### src/gpp_pkg.sv
// Purpose: Constants for the six-bit general purpose port block.
// Assumes: Registers sit at word indices on the plain register port.
// Notes: Offsets and control bit positions are local choices.
package gpp_pkg;
   // ----------------------------------------------------------------
   // Register indices
   // ----------------------------------------------------------------
   localparam logic [2:0] ADDR_LEVEL = 3'h0;
   localparam logic [2:0] ADDR_DIR = 3'h1;
   localparam logic [2:0] ADDR_LATCH = 3'h2;
   localparam logic [2:0] ADDR_PULLUP = 3'h3;
   localparam logic [2:0] ADDR_CHG_EN = 3'h4;
   localparam logic [2:0] ADDR_CTRL = 3'h5;
   localparam logic [2:0] ADDR_ANALOG = 3'h6;

   // ----------------------------------------------------------------
   // Field positions and masks
   // ----------------------------------------------------------------
   localparam int CTRL_GIE_BIT = 0;
   localparam int CTRL_FLAG_BIT = 1;
   localparam int CTRL_PUDIS_BIT = 2;
   localparam int PIN_THREE = 3;
   localparam logic [5:0] PIN_THREE_MASK = 6'h08;
   localparam logic [5:0] OSC_PIN_MASK = 6'h30;
   localparam logic [5:0] ALL_PIN_MASK = 6'h3f;

   // ----------------------------------------------------------------
   // Reset values
   // ----------------------------------------------------------------
   localparam logic [5:0] DIR_RST = 6'h3f;
   localparam logic [5:0] LATCH_RST = 6'h00;
   localparam logic [5:0] PULLUP_RST = 6'h3f;
   localparam logic [5:0] CHG_EN_RST = 6'h00;
   localparam logic [3:0] ANALOG_RST = 4'hf;
   localparam logic GIE_RST = 1'b0;
   localparam logic PUDIS_RST = 1'b1;
   localparam logic [5:0] LAST_RST = 6'h00;
endpackage

### src/gpp_port.sv
// Purpose: Six-bit bidirectional port with change detect and pull-ups.
// Assumes: One 10 MHz clock; config straps are static, same domain.
// Notes: nrst is power-on reset; soft_rst covers master clear and
//    brown-out and spares the last-read capture.
`timescale 1ns/100ps
module gpp_port (
   input wire logic core_clk,
   input wire logic nrst,
   input wire logic soft_rst,
   input wire logic [2:0] reg_addr,
   input wire logic [7:0] reg_wdata,
   input wire logic reg_wr,
   input wire logic reg_rd,
   input wire logic mem_move_access,
   output logic [7:0] reg_rdata,
   input wire logic master_clear_enable_cfg,
   input wire logic osc_claims_pins,
   input wire logic osc_crystal_mode,
   input wire logic [5:0] pin_in,
   output logic [5:0] pin_out,
   output logic [5:0] pin_oe,
   output logic [5:0] pullup_on,
   output logic [3:0] analog_sel,
   output logic change_irq,
   output logic wake_req
);
   // ----------------------------------------------------------------
   // State
   // ----------------------------------------------------------------
   typedef struct packed {
      logic [5:0] dir;
      logic [5:0] lat;
      logic [5:0] wpu;
      logic [5:0] chg_en;
      logic [3:0] analog_select_bits;
      logic gie;
      logic flag;
      logic pudis;
      logic [5:0] last;
      logic [5:0] s1;
      logic [5:0] s2;
      logic [5:0] s3;
      logic [5:0] pinq;
      logic [7:0] rdata;
      logic [5:0] pout;
      logic [5:0] poe;
      logic [5:0] pu;
      logic irq;
   } gpp_state_t;

   localparam gpp_state_t ST_RST = '{
      dir: gpp_pkg::DIR_RST, lat: gpp_pkg::LATCH_RST,
      wpu: gpp_pkg::PULLUP_RST, chg_en: gpp_pkg::CHG_EN_RST,
      analog_select_bits: gpp_pkg::ANALOG_RST, gie: gpp_pkg::GIE_RST, flag: 1'b0,
      pudis: gpp_pkg::PUDIS_RST, last: gpp_pkg::LAST_RST,
      s1: 6'h00, s2: 6'h00, s3: 6'h00, pinq: 6'h00, rdata: 8'h00,
      pout: 6'h00, poe: 6'h00, pu: 6'h00, irq: 1'b0};

   gpp_state_t st_r;
   gpp_state_t st_nxt;

   logic [5:0] avail_w;
   logic [5:0] dir_in_w;
   logic [5:0] mismatch_w;
   logic any_mismatch_w;
   logic level_access_w;
   logic [5:0] level_rd_w;
   logic [5:0] dir_rd_w;
   logic [5:0] lat_rd_w;
   logic [7:0] rd_mux_w;

   // ----------------------------------------------------------------
   // Pin configuration and read views
   // ----------------------------------------------------------------
   always_comb begin
      // Pins that behave as port pins under the current straps
      avail_w = gpp_pkg::ALL_PIN_MASK;
      if (master_clear_enable_cfg) begin
         avail_w = avail_w & ~gpp_pkg::PIN_THREE_MASK;
      end
      if (osc_claims_pins) begin
         avail_w = avail_w & ~gpp_pkg::OSC_PIN_MASK;
      end
      // Pin three and claimed pins never drive
      dir_in_w = st_r.dir | gpp_pkg::PIN_THREE_MASK;
      if (osc_claims_pins) begin
         dir_in_w = dir_in_w | gpp_pkg::OSC_PIN_MASK;
      end
      // Outputs drop out of the comparison
      mismatch_w = (st_r.pinq ^ st_r.last) & st_r.chg_en
         & dir_in_w & avail_w;
      any_mismatch_w = |mismatch_w;
      level_access_w = (reg_rd | reg_wr) && !mem_move_access
         && reg_addr == gpp_pkg::ADDR_LEVEL;
      level_rd_w = st_r.pinq & avail_w;
      dir_rd_w = st_r.dir | gpp_pkg::PIN_THREE_MASK;
      lat_rd_w = st_r.lat & ~gpp_pkg::PIN_THREE_MASK;
      if (osc_claims_pins) begin
         dir_rd_w = dir_rd_w & ~gpp_pkg::OSC_PIN_MASK;
         lat_rd_w = lat_rd_w & ~gpp_pkg::OSC_PIN_MASK;
      end
      if (osc_crystal_mode) begin
         dir_rd_w = dir_rd_w | gpp_pkg::OSC_PIN_MASK;
      end
      rd_mux_w = 8'h00;
      unique case (reg_addr)
         gpp_pkg::ADDR_LEVEL: rd_mux_w = {2'b00, level_rd_w};
         gpp_pkg::ADDR_DIR: rd_mux_w = {2'b00, dir_rd_w};
         gpp_pkg::ADDR_LATCH: rd_mux_w = {2'b00, lat_rd_w};
         gpp_pkg::ADDR_PULLUP: rd_mux_w = {2'b00, st_r.wpu};
         gpp_pkg::ADDR_CHG_EN: rd_mux_w = {2'b00, st_r.chg_en};
         gpp_pkg::ADDR_CTRL: begin
            rd_mux_w[gpp_pkg::CTRL_GIE_BIT] = st_r.gie;
            rd_mux_w[gpp_pkg::CTRL_FLAG_BIT] = st_r.flag;
            rd_mux_w[gpp_pkg::CTRL_PUDIS_BIT] = st_r.pudis;
         end
         gpp_pkg::ADDR_ANALOG: rd_mux_w = {4'h0, st_r.analog_select_bits};
         default: rd_mux_w = 8'h00;
      endcase
   end

   // ----------------------------------------------------------------
   // Next state
   // ----------------------------------------------------------------
   always_comb begin
      st_nxt = st_r;
      // Three-stage pin synchroniser; accept once stages two, three agree
      st_nxt.s1 = pin_in;
      st_nxt.s2 = st_r.s1;
      st_nxt.s3 = st_r.s2;
      for (int i = 0; i < 6; i++) begin
         if (st_r.s2[i] == st_r.s3[i]) begin
            st_nxt.pinq[i] = st_r.s3[i];
         end
      end
      st_nxt.rdata = reg_rd ? rd_mux_w : 8'h00;
      if (reg_wr) begin
         unique case (reg_addr)
            gpp_pkg::ADDR_LEVEL: begin
               // Writes to the level register land in the latch
               st_nxt.lat = reg_wdata[5:0];
            end
            gpp_pkg::ADDR_DIR: st_nxt.dir = reg_wdata[5:0];
            gpp_pkg::ADDR_LATCH: st_nxt.lat = reg_wdata[5:0];
            gpp_pkg::ADDR_PULLUP: st_nxt.wpu = reg_wdata[5:0];
            gpp_pkg::ADDR_CHG_EN: st_nxt.chg_en = reg_wdata[5:0];
            gpp_pkg::ADDR_CTRL: begin
               st_nxt.gie = reg_wdata[gpp_pkg::CTRL_GIE_BIT];
               st_nxt.pudis = reg_wdata[gpp_pkg::CTRL_PUDIS_BIT];
               // Software may only clear the flag
               if (!reg_wdata[gpp_pkg::CTRL_FLAG_BIT]) begin
                  st_nxt.flag = 1'b0;
               end
            end
            gpp_pkg::ADDR_ANALOG: st_nxt.analog_select_bits = reg_wdata[3:0];
            default: ;
         endcase
      end
      // Capture samples the filtered level, so a change still in the
      // synchroniser at the read is not absorbed and sets the flag once it lands
      if (level_access_w) begin
         st_nxt.last = st_r.pinq;
      end
      // Set wins over a software clear in the same cycle
      if (any_mismatch_w) begin
         st_nxt.flag = 1'b1;
      end
      st_nxt.poe = ~dir_in_w;
      st_nxt.pout = st_r.lat & ~dir_in_w;
      st_nxt.pu = st_r.wpu & dir_in_w & avail_w
         & {6{~st_r.pudis}};
      if (master_clear_enable_cfg) begin
         st_nxt.pu[gpp_pkg::PIN_THREE] = 1'b1;
      end
      st_nxt.irq = st_r.flag & st_r.gie;
      if (soft_rst) begin
         // Master clear and brown-out keep the capture and the
         // synchroniser, so a standing mismatch re-sets the flag
         st_nxt = ST_RST;
         st_nxt.last = st_r.last;
         st_nxt.s1 = pin_in;
         st_nxt.s2 = st_r.s1;
         st_nxt.s3 = st_r.s2;
         st_nxt.pinq = st_r.pinq;
         st_nxt.flag = any_mismatch_w;
      end
   end

   always_ff @(posedge core_clk or negedge nrst) begin
      if (!nrst) begin
         st_r <= ST_RST;
      end else begin
         st_r <= st_nxt;
      end
   end

   // ----------------------------------------------------------------
   // Outputs
   // ----------------------------------------------------------------
   assign reg_rdata = st_r.rdata;
   assign pin_out = st_r.pout;
   assign pin_oe = st_r.poe;
   assign pullup_on = st_r.pu;
   assign analog_sel = st_r.analog_select_bits;
   assign change_irq = st_r.irq;
   assign wake_req = st_r.irq;

   // ----------------------------------------------------------------
   // Checks
   // ----------------------------------------------------------------
   property p_drv_follows_dir;
      @(posedge core_clk) disable iff (!nrst)
      !soft_rst |=> (pin_oe == ~$past(dir_in_w));
   endproperty
   a_drv_follows_dir: assert property (p_drv_follows_dir)
      else $error("driver enable does not follow direction");

   property p_pin3_dir_one;
      @(posedge core_clk) disable iff (!nrst)
      reg_rd && reg_addr == gpp_pkg::ADDR_DIR |=> reg_rdata[3]
         && !pin_oe[3] && reg_rdata[7:6] == 2'b00;
   endproperty
   a_pin3_dir_one: assert property (p_pin3_dir_one)
      else $error("pin three direction not input");

   property p_level_wr_latch;
      @(posedge core_clk) disable iff (!nrst || soft_rst)
      reg_wr && reg_addr == gpp_pkg::ADDR_LEVEL
         |=> st_r.lat == $past(reg_wdata[5:0]);
   endproperty
   a_level_wr_latch: assert property (p_level_wr_latch)
      else $error("level write missed the latch");

   property p_access_ends_mismatch;
      @(posedge core_clk) disable iff (!nrst)
      level_access_w |=> st_r.last == $past(st_r.pinq);
   endproperty
   a_access_ends_mismatch: assert property (p_access_ends_mismatch)
      else $error("port access did not recapture");

   property p_move_keeps_capture;
      @(posedge core_clk) disable iff (!nrst)
      mem_move_access && (reg_rd || reg_wr) |=> $stable(st_r.last);
   endproperty
   a_move_keeps_capture: assert property (p_move_keeps_capture)
      else $error("move access changed capture");

   property p_mismatch_sets_flag;
      @(posedge core_clk) disable iff (!nrst || soft_rst)
      any_mismatch_w |=> st_r.flag ##1 (change_irq == $past(st_r.gie));
   endproperty
   a_mismatch_sets_flag: assert property (p_mismatch_sets_flag)
      else $error("mismatch did not set flag");

   property p_irq_gated;
      @(posedge core_clk) disable iff (!nrst)
      change_irq |-> $past(st_r.gie) && $past(st_r.flag) && wake_req;
   endproperty
   a_irq_gated: assert property (p_irq_gated)
      else $error("interrupt without enable and flag");

   property p_capture_survives;
      @(posedge core_clk) disable iff (!nrst)
      soft_rst |=> $stable(st_r.last);
   endproperty
   a_capture_survives: assert property (p_capture_survives)
      else $error("soft reset lost capture");

   property p_pullup_off_output;
      @(posedge core_clk) disable iff (!nrst)
      pin_oe != 6'h00 |-> (pullup_on & pin_oe) == 6'h00;
   endproperty
   a_pullup_off_output: assert property (p_pullup_off_output)
      else $error("pull-up active on driven pin");

   property p_pudis_all_off;
      @(posedge core_clk) disable iff (!nrst)
      st_r.pudis && !master_clear_enable_cfg |=> pullup_on == 6'h00;
   endproperty
   a_pudis_all_off: assert property (p_pudis_all_off)
      else $error("global disable left pull-up on");

   property p_master_clear_pin_pin3_zero;
      @(posedge core_clk) disable iff (!nrst)
      master_clear_enable_cfg && reg_rd && reg_addr == gpp_pkg::ADDR_LEVEL
         |=> !reg_rdata[3];
   endproperty
   a_master_clear_pin_pin3_zero: assert property (p_master_clear_pin_pin3_zero)
      else $error("pin three level visible under master clear");

   property p_osc_latch_zero;
      @(posedge core_clk) disable iff (!nrst)
      osc_claims_pins && reg_rd && reg_addr == gpp_pkg::ADDR_LATCH
         |=> reg_rdata[5:3] == 3'b000;
   endproperty
   a_osc_latch_zero: assert property (p_osc_latch_zero)
      else $error("claimed latch bits not zero");

   property p_xtal_dir_one;
      @(posedge core_clk) disable iff (!nrst)
      osc_crystal_mode && reg_rd && reg_addr == gpp_pkg::ADDR_DIR
         |=> reg_rdata[5:4] == 2'b11;
   endproperty
   a_xtal_dir_one: assert property (p_xtal_dir_one)
      else $error("crystal mode direction bits not one");

   property p_flag_held;
      @(posedge core_clk) disable iff (!nrst)
      st_r.flag && any_mismatch_w |=> st_r.flag;
   endproperty
   a_flag_held: assert property (p_flag_held)
      else $error("flag cleared while mismatch stood");

   c_flag_set: cover property (@(posedge core_clk) disable iff (!nrst)
      !st_r.flag ##1 st_r.flag);
   c_irq: cover property (@(posedge core_clk) disable iff (!nrst)
      change_irq);
   c_level_read: cover property (@(posedge core_clk) disable iff (!nrst)
      level_access_w && any_mismatch_w);
   c_soft_reset: cover property (@(posedge core_clk) disable iff (!nrst)
      soft_rst ##1 st_r.flag);
endmodule

### config.mk
export PLATFORM = sky130hd
export DESIGN_NAME = gpp_port
export DESIGN_NICKNAME = d
export VERILOG_FILES = /design/src/gpp_pkg.sv /design/src/gpp_port.sv
export SDC_FILE = /design/constraint.sdc
export NUM_CORES = 1
export LEC_CHECK = 0
export BUFFER_PORTS_ARGS = -buffer_cell sky130_fd_sc_hd__buf_4
export CAP_MARGIN = 20
export CORE_MARGIN = 2
export CORE_UTILIZATION = 50
export CTS_CLUSTER_SIZE = 16
export DETAILED_ROUTE_END_ITERATION = 7
export MAX_ROUTING_LAYER = met4
export PLACE_DENSITY = 0.7
export SLEW_MARGIN = 20
export SYNTH_ARGS = -nofsm -noshare
export SYNTH_HDL_FRONTEND = slang
export SYNTH_SLANG_ARGS = --single-unit
### constraint.sdc
create_clock -name core_clk -period 1.6 [get_ports core_clk]
set_input_delay 0.24 -clock core_clk [delete_from_list [all_inputs] [get_ports core_clk]]
set_output_delay 0.24 -clock core_clk [all_outputs]
set_load 0.005 [all_outputs]
Word-level counts from Yosys, hierarchy flattened --
Index checks and enable logic that the tools add are counted.
Word-level totals: flip-flop bits (word level) 88, input bits 26, output and inout port bits 32, logic and storage cells 106
Operators by class: equal/unequal tests 13, multiplexer cells 27, bitwise gates (word level) 14, reductions and logical operators 29
Operators by type and width (number):
- two-way mux 88 bit | 1
- two-way mux 6 bit | 10
- AND 6 bit | 8
- two-way mux 31 bit | 1
- AND reduction 2 bit | 13
- one-hot mux 3 bit (7 select lines) | 1
- one-hot mux 3 bit (6 select lines) | 1
- nonzero test 2 bit | 7
- equality test 3 bit (second input constant) | 3
- two-way mux 1 bit | 9
- two-way mux 4 bit | 2
- two-way mux 8 bit | 1
- equality test 1 bit | 6
- equality test 3 x 2 -> 1 bit (second input constant) | 2
- inverter 6 bit | 1
- nonzero test 3 bit | 2
- OR reduction 6 bit | 1
- XOR 6 bit | 1
- equality test 3 x 1 -> 1 bit (second input constant) | 1
- logical NOT 3 bit | 1
- two-way mux 3 bit | 1
- inequality test 3 x 2 -> 1 bit (second input constant) | 1
- AND reduction 3 bit | 1
- logical AND 1 bit | 2
- other kinds (5) | 6

Logic depth before layout (Yosys ltp) --
Gate-level depths: netlist (run 1).
depth after elaboration 7, depth in mapped cells 5, depth with buffers taken out 3

Worst setup path after synthesis (run 1) --
No wires, ideal clock.
path type input to register, from input port reg_addr[2], to register st_r[51] in the netlist's numbering, library setup time 0.125 ns, arrival time 1.402 ns, data required time 1.475 ns, path slack 0.073 ns, stages 3, path through or4_4 > nor3_4 > mux2_2
Between the ends: word-level cells in the longest chain between the ends 3
RTL lines:
- start: declaration | line gpp_port.sv:10 | input wire logic [2:0] reg_addr,
- logical NOT 3 bit | line gpp_port.sv:94 | && reg_addr == gpp_pkg::ADDR_LEVEL;
- logical AND 1 bit | line gpp_port.sv:94
- AND reduction 2 bit (no source line)
- end signal: assignment | line gpp_port.sv:193 | st_r <= st_nxt;
- end: declaration | line gpp_port.sv:59 | gpp_state_t st_r;
Every way passes these cells. A chain may end at the register's enable or synchronous reset.

Worst setup path after layout (run 1) --
from input port reg_addr[2], to register st_r[52] in the netlist's numbering
Same word-level chain as after synthesis.

==> results.txt, run 1 <==
Sinks on Clock Net = 82
number of antenna violations at the first check in global routing = 0
final-stage net count = 379
power density cells = 1030 mW/mm^2
initial core utilization = 0.509
initial DRC count = 166
Pint = 3.38 mW
global-route wire length before repair = 11000 um
met2 routing resource usage after global routing = 0.281
aggregate routed wire length = 6750 um
Global Route Usage Sum = 0.194
CTS tree = built
number of rows in the core area = 31
portion of synthesized cell area occupied by the leading cell type = 0.455
layout filler cell count = 631
area of the die = 0.00796 sq mm
Total Power = 4.40 mW
Horiz. Die Dim = 89.2 um
TritonCTS Buffers = 9
series of cell instances along the critical path = buf_4, or4_4, nor3_4, mux2_2
met1 routing resource usage after global routing = 0.260
relative slew slack = 0.667
worst ir drop on vdd = 0.000604 V
CTS H-tree lvls = 3
routability-driven placement congestion ratio = 0.942
Core Area = 0.00714 sq mm
via total after detailed routing = 2392
critical path arrival = 1.62 ns
relative contribution of sequential cells to total power = 0.523
unrepaired setup endpoints after global routing = false
net switching power of the design = 1.02 mW
final count of hold timing violations = 0
Post-synth EDFFs = 0
share of cells above drive strength 1 = 0.304
biggest area consumer among synthesized cells = sky130_fd_sc_hd__dfrtp_1
via count normalized by instance count = 5.23
final slew viol count = 0
crit path kind = input port to flip-flop
synthesized instance count = 310
count of cells resized by post-cts repair = 0
global route hottest layer = met2
most used standard cell by instance count after synthesis = sky130_fd_sc_hd__dfrtp_1
leakage power = 2.01 nW
relative area change from synthesis to final layout = 17.8%
clock latency on the worst-skew pair = 0.35 ns
Commonest cells post-synth = sky130_fd_sc_hd__dfrtp_1, sky130_fd_sc_hd__nor2_1, sky130_fd_sc_hd__buf_4
clock tree root buffer cell = sky130_fd_sc_hd__clkbuf_8
combined buffer and inverter count along the critical path = 1
worst hold slack = 0.102 ns
peak clock frequency supported by timing = 0.727 GHz
CTS Hold Buffers Added = 7
routing usage on met3 = 0.0305
combinational cell fraction of total power = 0.108
final antenna-violating net count = 0
Max Fanout on Critical Path = 6
net switching share of the total power = 0.232
Die Y-Extent = 89.2 um
CP max stage cell = sky130_fd_sc_hd__or4_4
Seq/Total Area, Yosys = 0.571
Main synth FF type = sky130_fd_sc_hd__dfrtp_1
final period demand of the worst path = 1.38 ns
critical path's largest stage delay = 0.54 ns
Worst Skew = 0.00856 ns
Crit path max-delay family = simple AND/OR/NAND/NOR gates
final setup violating endpoints = 0
class of the tightest hold or removal check = input port to flip-flop
number of buffers between clock root and the deepest sink = 2
via count of the first global-routing pass = 2219
maxcap violations = 0
I/O Pins = 58
required time of the critical path = 1.84 ns
mean instance size in the synthesized netlist = 11.7 sq um
status = completed
transition time at the pin with the least slew margin = 0.493 ns
length of the first detailed-routing pass in iterations = 4
post-route fraction of the period consumed by the critical path = 0.860
n_diodes = 0
Worst-path clk slew = 0.08 ns
count of state elements after synthesis = 82
estimated wirelength of the detail-placed design = 4830 um
part of the power in the clock network = 0.369
drt wl/cell = 14.8 um
count of buffers added by post-CTS timing repair for setup = 0
Synth cell types = 40
startpoint type of the worst setup path = input port
proportion of synthesized flip-flops having asynchronous set or reset = 1.00
largest net degree at the start of global routing = 35
Post-Synthesis Cell Area = 0.00363 sq mm
count of unresolved DRC violations after routing = 0
number of buffers inserted by port buffering = 51
Synth warnings = 0
gr ovfl total = 0
top cells by area in the synthesized netlist = sky130_fd_sc_hd__dfrtp_1, sky130_fd_sc_hd__dfstp_2, sky130_fd_sc_hd__buf_4
Critical Path Sink Type = flip-flop
## cells in the final DEF (no fill, tap or decap), types with 3 or more instances in the layout
master	n
sky130_fd_sc_hd__a211o_1	17
sky130_fd_sc_hd__and2_1	7
sky130_fd_sc_hd__and3_1	5
sky130_fd_sc_hd__buf_4	66
sky130_fd_sc_hd__clkbuf_1	3
sky130_fd_sc_hd__clkbuf_8	10
sky130_fd_sc_hd__conb_1	4
sky130_fd_sc_hd__dfrtp_1	66
sky130_fd_sc_hd__dfstp_2	16
sky130_fd_sc_hd__dlygate4sd3_1	7
sky130_fd_sc_hd__inv_1	11
sky130_fd_sc_hd__mux2_2	7
sky130_fd_sc_hd__mux2i_1	17
sky130_fd_sc_hd__mux4_2	3
sky130_fd_sc_hd__nand2_1	9
sky130_fd_sc_hd__nand3b_1	4
sky130_fd_sc_hd__nand4b_1	3
sky130_fd_sc_hd__nor2_1	33
sky130_fd_sc_hd__nor2b_1	16
sky130_fd_sc_hd__nor3_1	6
sky130_fd_sc_hd__o211a_1	4
sky130_fd_sc_hd__o21ai_0	14
sky130_fd_sc_hd__xor2_1	4
## path summary, 6_finish.rpt
path / start / to / slack [ns] / cells after the start
worst max-delay path: reg_addr[2] / st_r[52] / 0.22 / 4
worst min-delay path: osc_claims_pins / pullup_on[4] / 0.10 / 2
worst max register to register: st_r[87] / reg_rdata[5] / 0.32 / 3
worst min register to register: st_r[45] / st_r[39] / 0.35 / 0
max in group asynchronous: nrst / analog_sel[2] / 0.63 / 3
min in group asynchronous: nrst / st_r[49] / 0.33 / 2
## logic make-up (layout without fill, tap and decap cells)
logic type      count (synthesis)  count (layout)  share of synthesized area
other cells                     1               4                    0.00103
flops                          82              82                      0.571
buf+inv                        56             101                     0.0910
compound gates                 44              44                     0.0927
simple gates                   94              94                      0.143
mux                            27              27                     0.0872
xor+xnor                        6               6                     0.0145
## layer usage
layer / up-vias / part of all wire / routed length [um]
met4: 0 / 0.030 / 203
met2: 76 / 0.48 / 3230
met1: 1184 / 0.45 / 3010
met3: 16 / 0.044 / 298
met5: - / 0 / 0
li1: 1116 / - / -
## cell type report
type	count	area (sq um)	share of cell area
timing repair buffer	74	586	0.137
clock buffer	13	149	0.0348
sequential	82	2070	0.485
clock inverter	3	65.1	0.0152
inverter	11	41.3	0.00966
multi-input combinational	175	1240	0.290
tap	99	124	0.0290
## sequential cells by signal (all words and copies together), names as in the netlist
name        cells
pin_out         5
reg_rdata       6
change_irq      1
pullup_on       6
st_r           55
pin_oe          5
analog_sel      4
## power by group through the flow
stage               sequential, mW  combinational (mW)  clock [mW]
floorplan                     2.31               0.301           0
global placement              2.33               0.455           0
detailed placement            2.34               0.468           0
CTS                           2.30               0.482        1.65
global route                  2.32               0.533        1.73
finish                        2.30               0.476        1.62
## through the flow
| stage | instances | util | instance area (sq um) | setup slack, ns | TNS, ns |
|---|---|---|---|---|---|
| 2_1_floorplan | 313 | - | 3640 | 0.0730 | 0 |
| 3_3_place_gp | 434 | 0.559 | 3990 | -0.114 | -0.762 |
| 3_5_place_dp | 434 | 0.559 | 3990 | -0.159 | -1.36 |
| 4_1_cts | 457 | 0.599 | 4280 | 0.229 | 0 |
| 5_1_grt | 457 | 0.599 | 4280 | 0.184 | 0 |
| 6_report | 457 | 0.599 | 4280 | 0.225 | 0 |
No activity file was read; power rests on OpenSTA's default activity.
==> run 2, diff against run 1 <==
==> constraint.sdc (replaced) <==
create_clock -name core_clk -period 1.7 [get_ports core_clk]
set_input_delay 0.255 -clock core_clk [delete_from_list [all_inputs] [get_ports core_clk]]
set_output_delay 0.255 -clock core_clk [all_outputs]
set_load 0.005 [all_outputs]
==> run 2 against run 1 <==
Net effect: worst setup slack better by 0.10 ns; critical path type unchanged; cell count down 0.22%; global-route usage up 0.13 points; largest cell class unchanged; sequential power down 6%; via count down 2.2%; cell area about the same; total power down 5.6%; wire length up 0.98%; critical path depth unchanged; largest power group unchanged; count of clock-buffer cells in the layout down 1; highest routed layer unchanged.
==> results.txt, run 2 (synthesis gave the netlist of run 1 again) <==
Sinks on Clock Net = 82
Pint = 3.18 mW
drt wl/cell = 14.9 um
final setup violating endpoints = 0
relative slew slack = 0.648
worst reg-to-reg path cell count = 3
power density cells = 971 mW/mm^2
leakage power = 2.00 nW
Worst Skew = 0.00919 ns
startpoint type of the worst setup path = input port
largest register by flop count = st_r
routability-driven placement congestion ratio = 0.901
relative area change from synthesis to final layout = 17.8%
share of cells above drive strength 1 = 0.305
aggregate routed wire length = 6810 um
length of the first detailed-routing pass in iterations = 5
unrepaired setup endpoints after global routing = false
combined buffer and inverter count along the critical path = 1
number of antenna violations at the first check in global routing = 0
transition time at the pin with the least slew margin = 0.522 ns
count of buffers added by post-CTS timing repair for setup = 0
final period demand of the worst path = 1.37 ns
required time of the critical path = 1.94 ns
series of cell instances along the critical path = buf_4, or4_4, nor3_4, mux2_2
Reg2Reg Capture Point = reg_rdata[5]
n_diodes = 0
sequential cell area = 0.00207 sq mm
critical path's largest stage delay = 0.54 ns
class of the tightest hold or removal check = input port to flip-flop
Die Y-Extent = 89.2 um
Crit path max-delay family = simple AND/OR/NAND/NOR gates
met1 routing resource usage after global routing = 0.251
Worst-path clk slew = 0.08 ns
clock tree root buffer cell = sky130_fd_sc_hd__clkbuf_8
CP max stage cell = sky130_fd_sc_hd__or4_4
initial core utilization = 0.509
estimated wirelength of the detail-placed design = 4760 um
launching instance or port of the critical path = reg_addr[2]
final slew viol count = 0
flip-flop count of the largest register after layout = 55
worst ir drop on vdd = 0.000518 V
area of the die = 0.00796 sq mm
combinational cell fraction of total power = 0.108
final-stage net count = 378
logic depth of the worst path, buffers included = 4
layout filler cell count = 614
crit path kind = input port to flip-flop
via total after detailed routing = 2339
relative contribution of sequential cells to total power = 0.521
number of rows in the core area = 31
Core Area = 0.00714 sq mm
status = completed
count of cells resized by post-cts repair = 0
CTS H-tree lvls = 3
routing usage on met3 = 0.0332
number of buffers inserted by port buffering = 51
Worst R2R Setup Slack = 0.38 ns
clock latency on the worst-skew pair = 0.36 ns
CTS tree = built
part of the power in the clock network = 0.370
count of unresolved DRC violations after routing = 0
Horiz. Die Dim = 89.2 um
global-route wire length before repair = 11100 um
Global Route Usage Sum = 0.195
top library cells by usage in the layout, fill and taps aside = sky130_fd_sc_hd__dfrtp_1, sky130_fd_sc_hd__buf_4, sky130_fd_sc_hd__nor2_1, sky130_fd_sc_hd__mux2i_1, sky130_fd_sc_hd__a211o_1
final count of hold timing violations = 0
post-route fraction of the period consumed by the critical path = 0.807
number of buffers between clock root and the deepest sink = 2
end point of the critical path = st_r[56]
global route hottest layer = met2
maxcap violations = 0
Max Fanout on Critical Path = 6
initial DRC count = 157
slack of the critical path = 0.328 ns
via count normalized by instance count = 5.13
CTS Hold Buffers Added = 7
Critical Path Sink Type = flip-flop
number of cells on the worst hold path = 2
launching point of the worst reg2reg path = st_r[87]
gr ovfl total = 0
critical path arrival = 1.61 ns
post-layout instance count excluding filler cells = 456
net switching share of the total power = 0.234
final antenna-violating net count = 0
setup slack at placement = -0.0506 ns
peak clock frequency supported by timing = 0.729 GHz
via count of the first global-routing pass = 2272
net switching power of the design = 0.972 mW
area taken by multi-input logic gates = 0.00124 sq mm
leading cell type in the layout, fill and taps excluded = sky130_fd_sc_hd__dfrtp_1
placed insts = 433
met2 routing resource usage after global routing = 0.294
utilization of the core after routing = 0.599
TritonCTS Buffers = 9
I/O Pins = 58
largest net degree at the start of global routing = 33
## run 2: worst min path at each step
stage,from,end
finish,osc_claims_pins,pullup_on[4]
global route,osc_claims_pins,pullup_on[4]
CTS,osc_claims_pins,pullup_on[4]
detailed placement,nrst,st_r[49]
global placement,nrst,st_r[49]
floorplan,nrst,change_irq
## run 2: power by group through the flow
stage               logic, mW  registers (mW)  clock network, mW
CTS                     0.456            2.16               1.57
global route            0.505            2.18               1.63
finish                  0.450            2.16               1.54
detailed placement      0.441            2.20                  0
floorplan               0.283            2.17                  0
global placement        0.428            2.20                  0
## run 2: stage by stage
step	hold WS [ns]	cell area [sq um]	power, mW	setup TNS (ns)
after floorplan	-0.0406	3640	2.46	0
after detailed placement	0.233	3980	2.64	-0.260
final	0.110	4270	4.15	0
after global routing	0.122	4270	4.32	0
after global placement	0.228	3980	2.62	-0.171
after CTS	0.104	4270	4.19	0
## run 2: area by class of cell
cell class                      instances  area share
Sequential cell                        82       0.485
Multi-Input combinational cell        175       0.290
Timing Repair Buffer                   73       0.135
Clock buffer                           12      0.0340
Tap cell                               99      0.0290
Clock inverter                          4      0.0176
Inverter                               11     0.00966
## run 2: per-layer routing
metal  vias up  share of wire
li1       1114              -
met4         0          0.031
met2        75           0.47
met3        17          0.053
met5         -              0
met1      1133           0.44
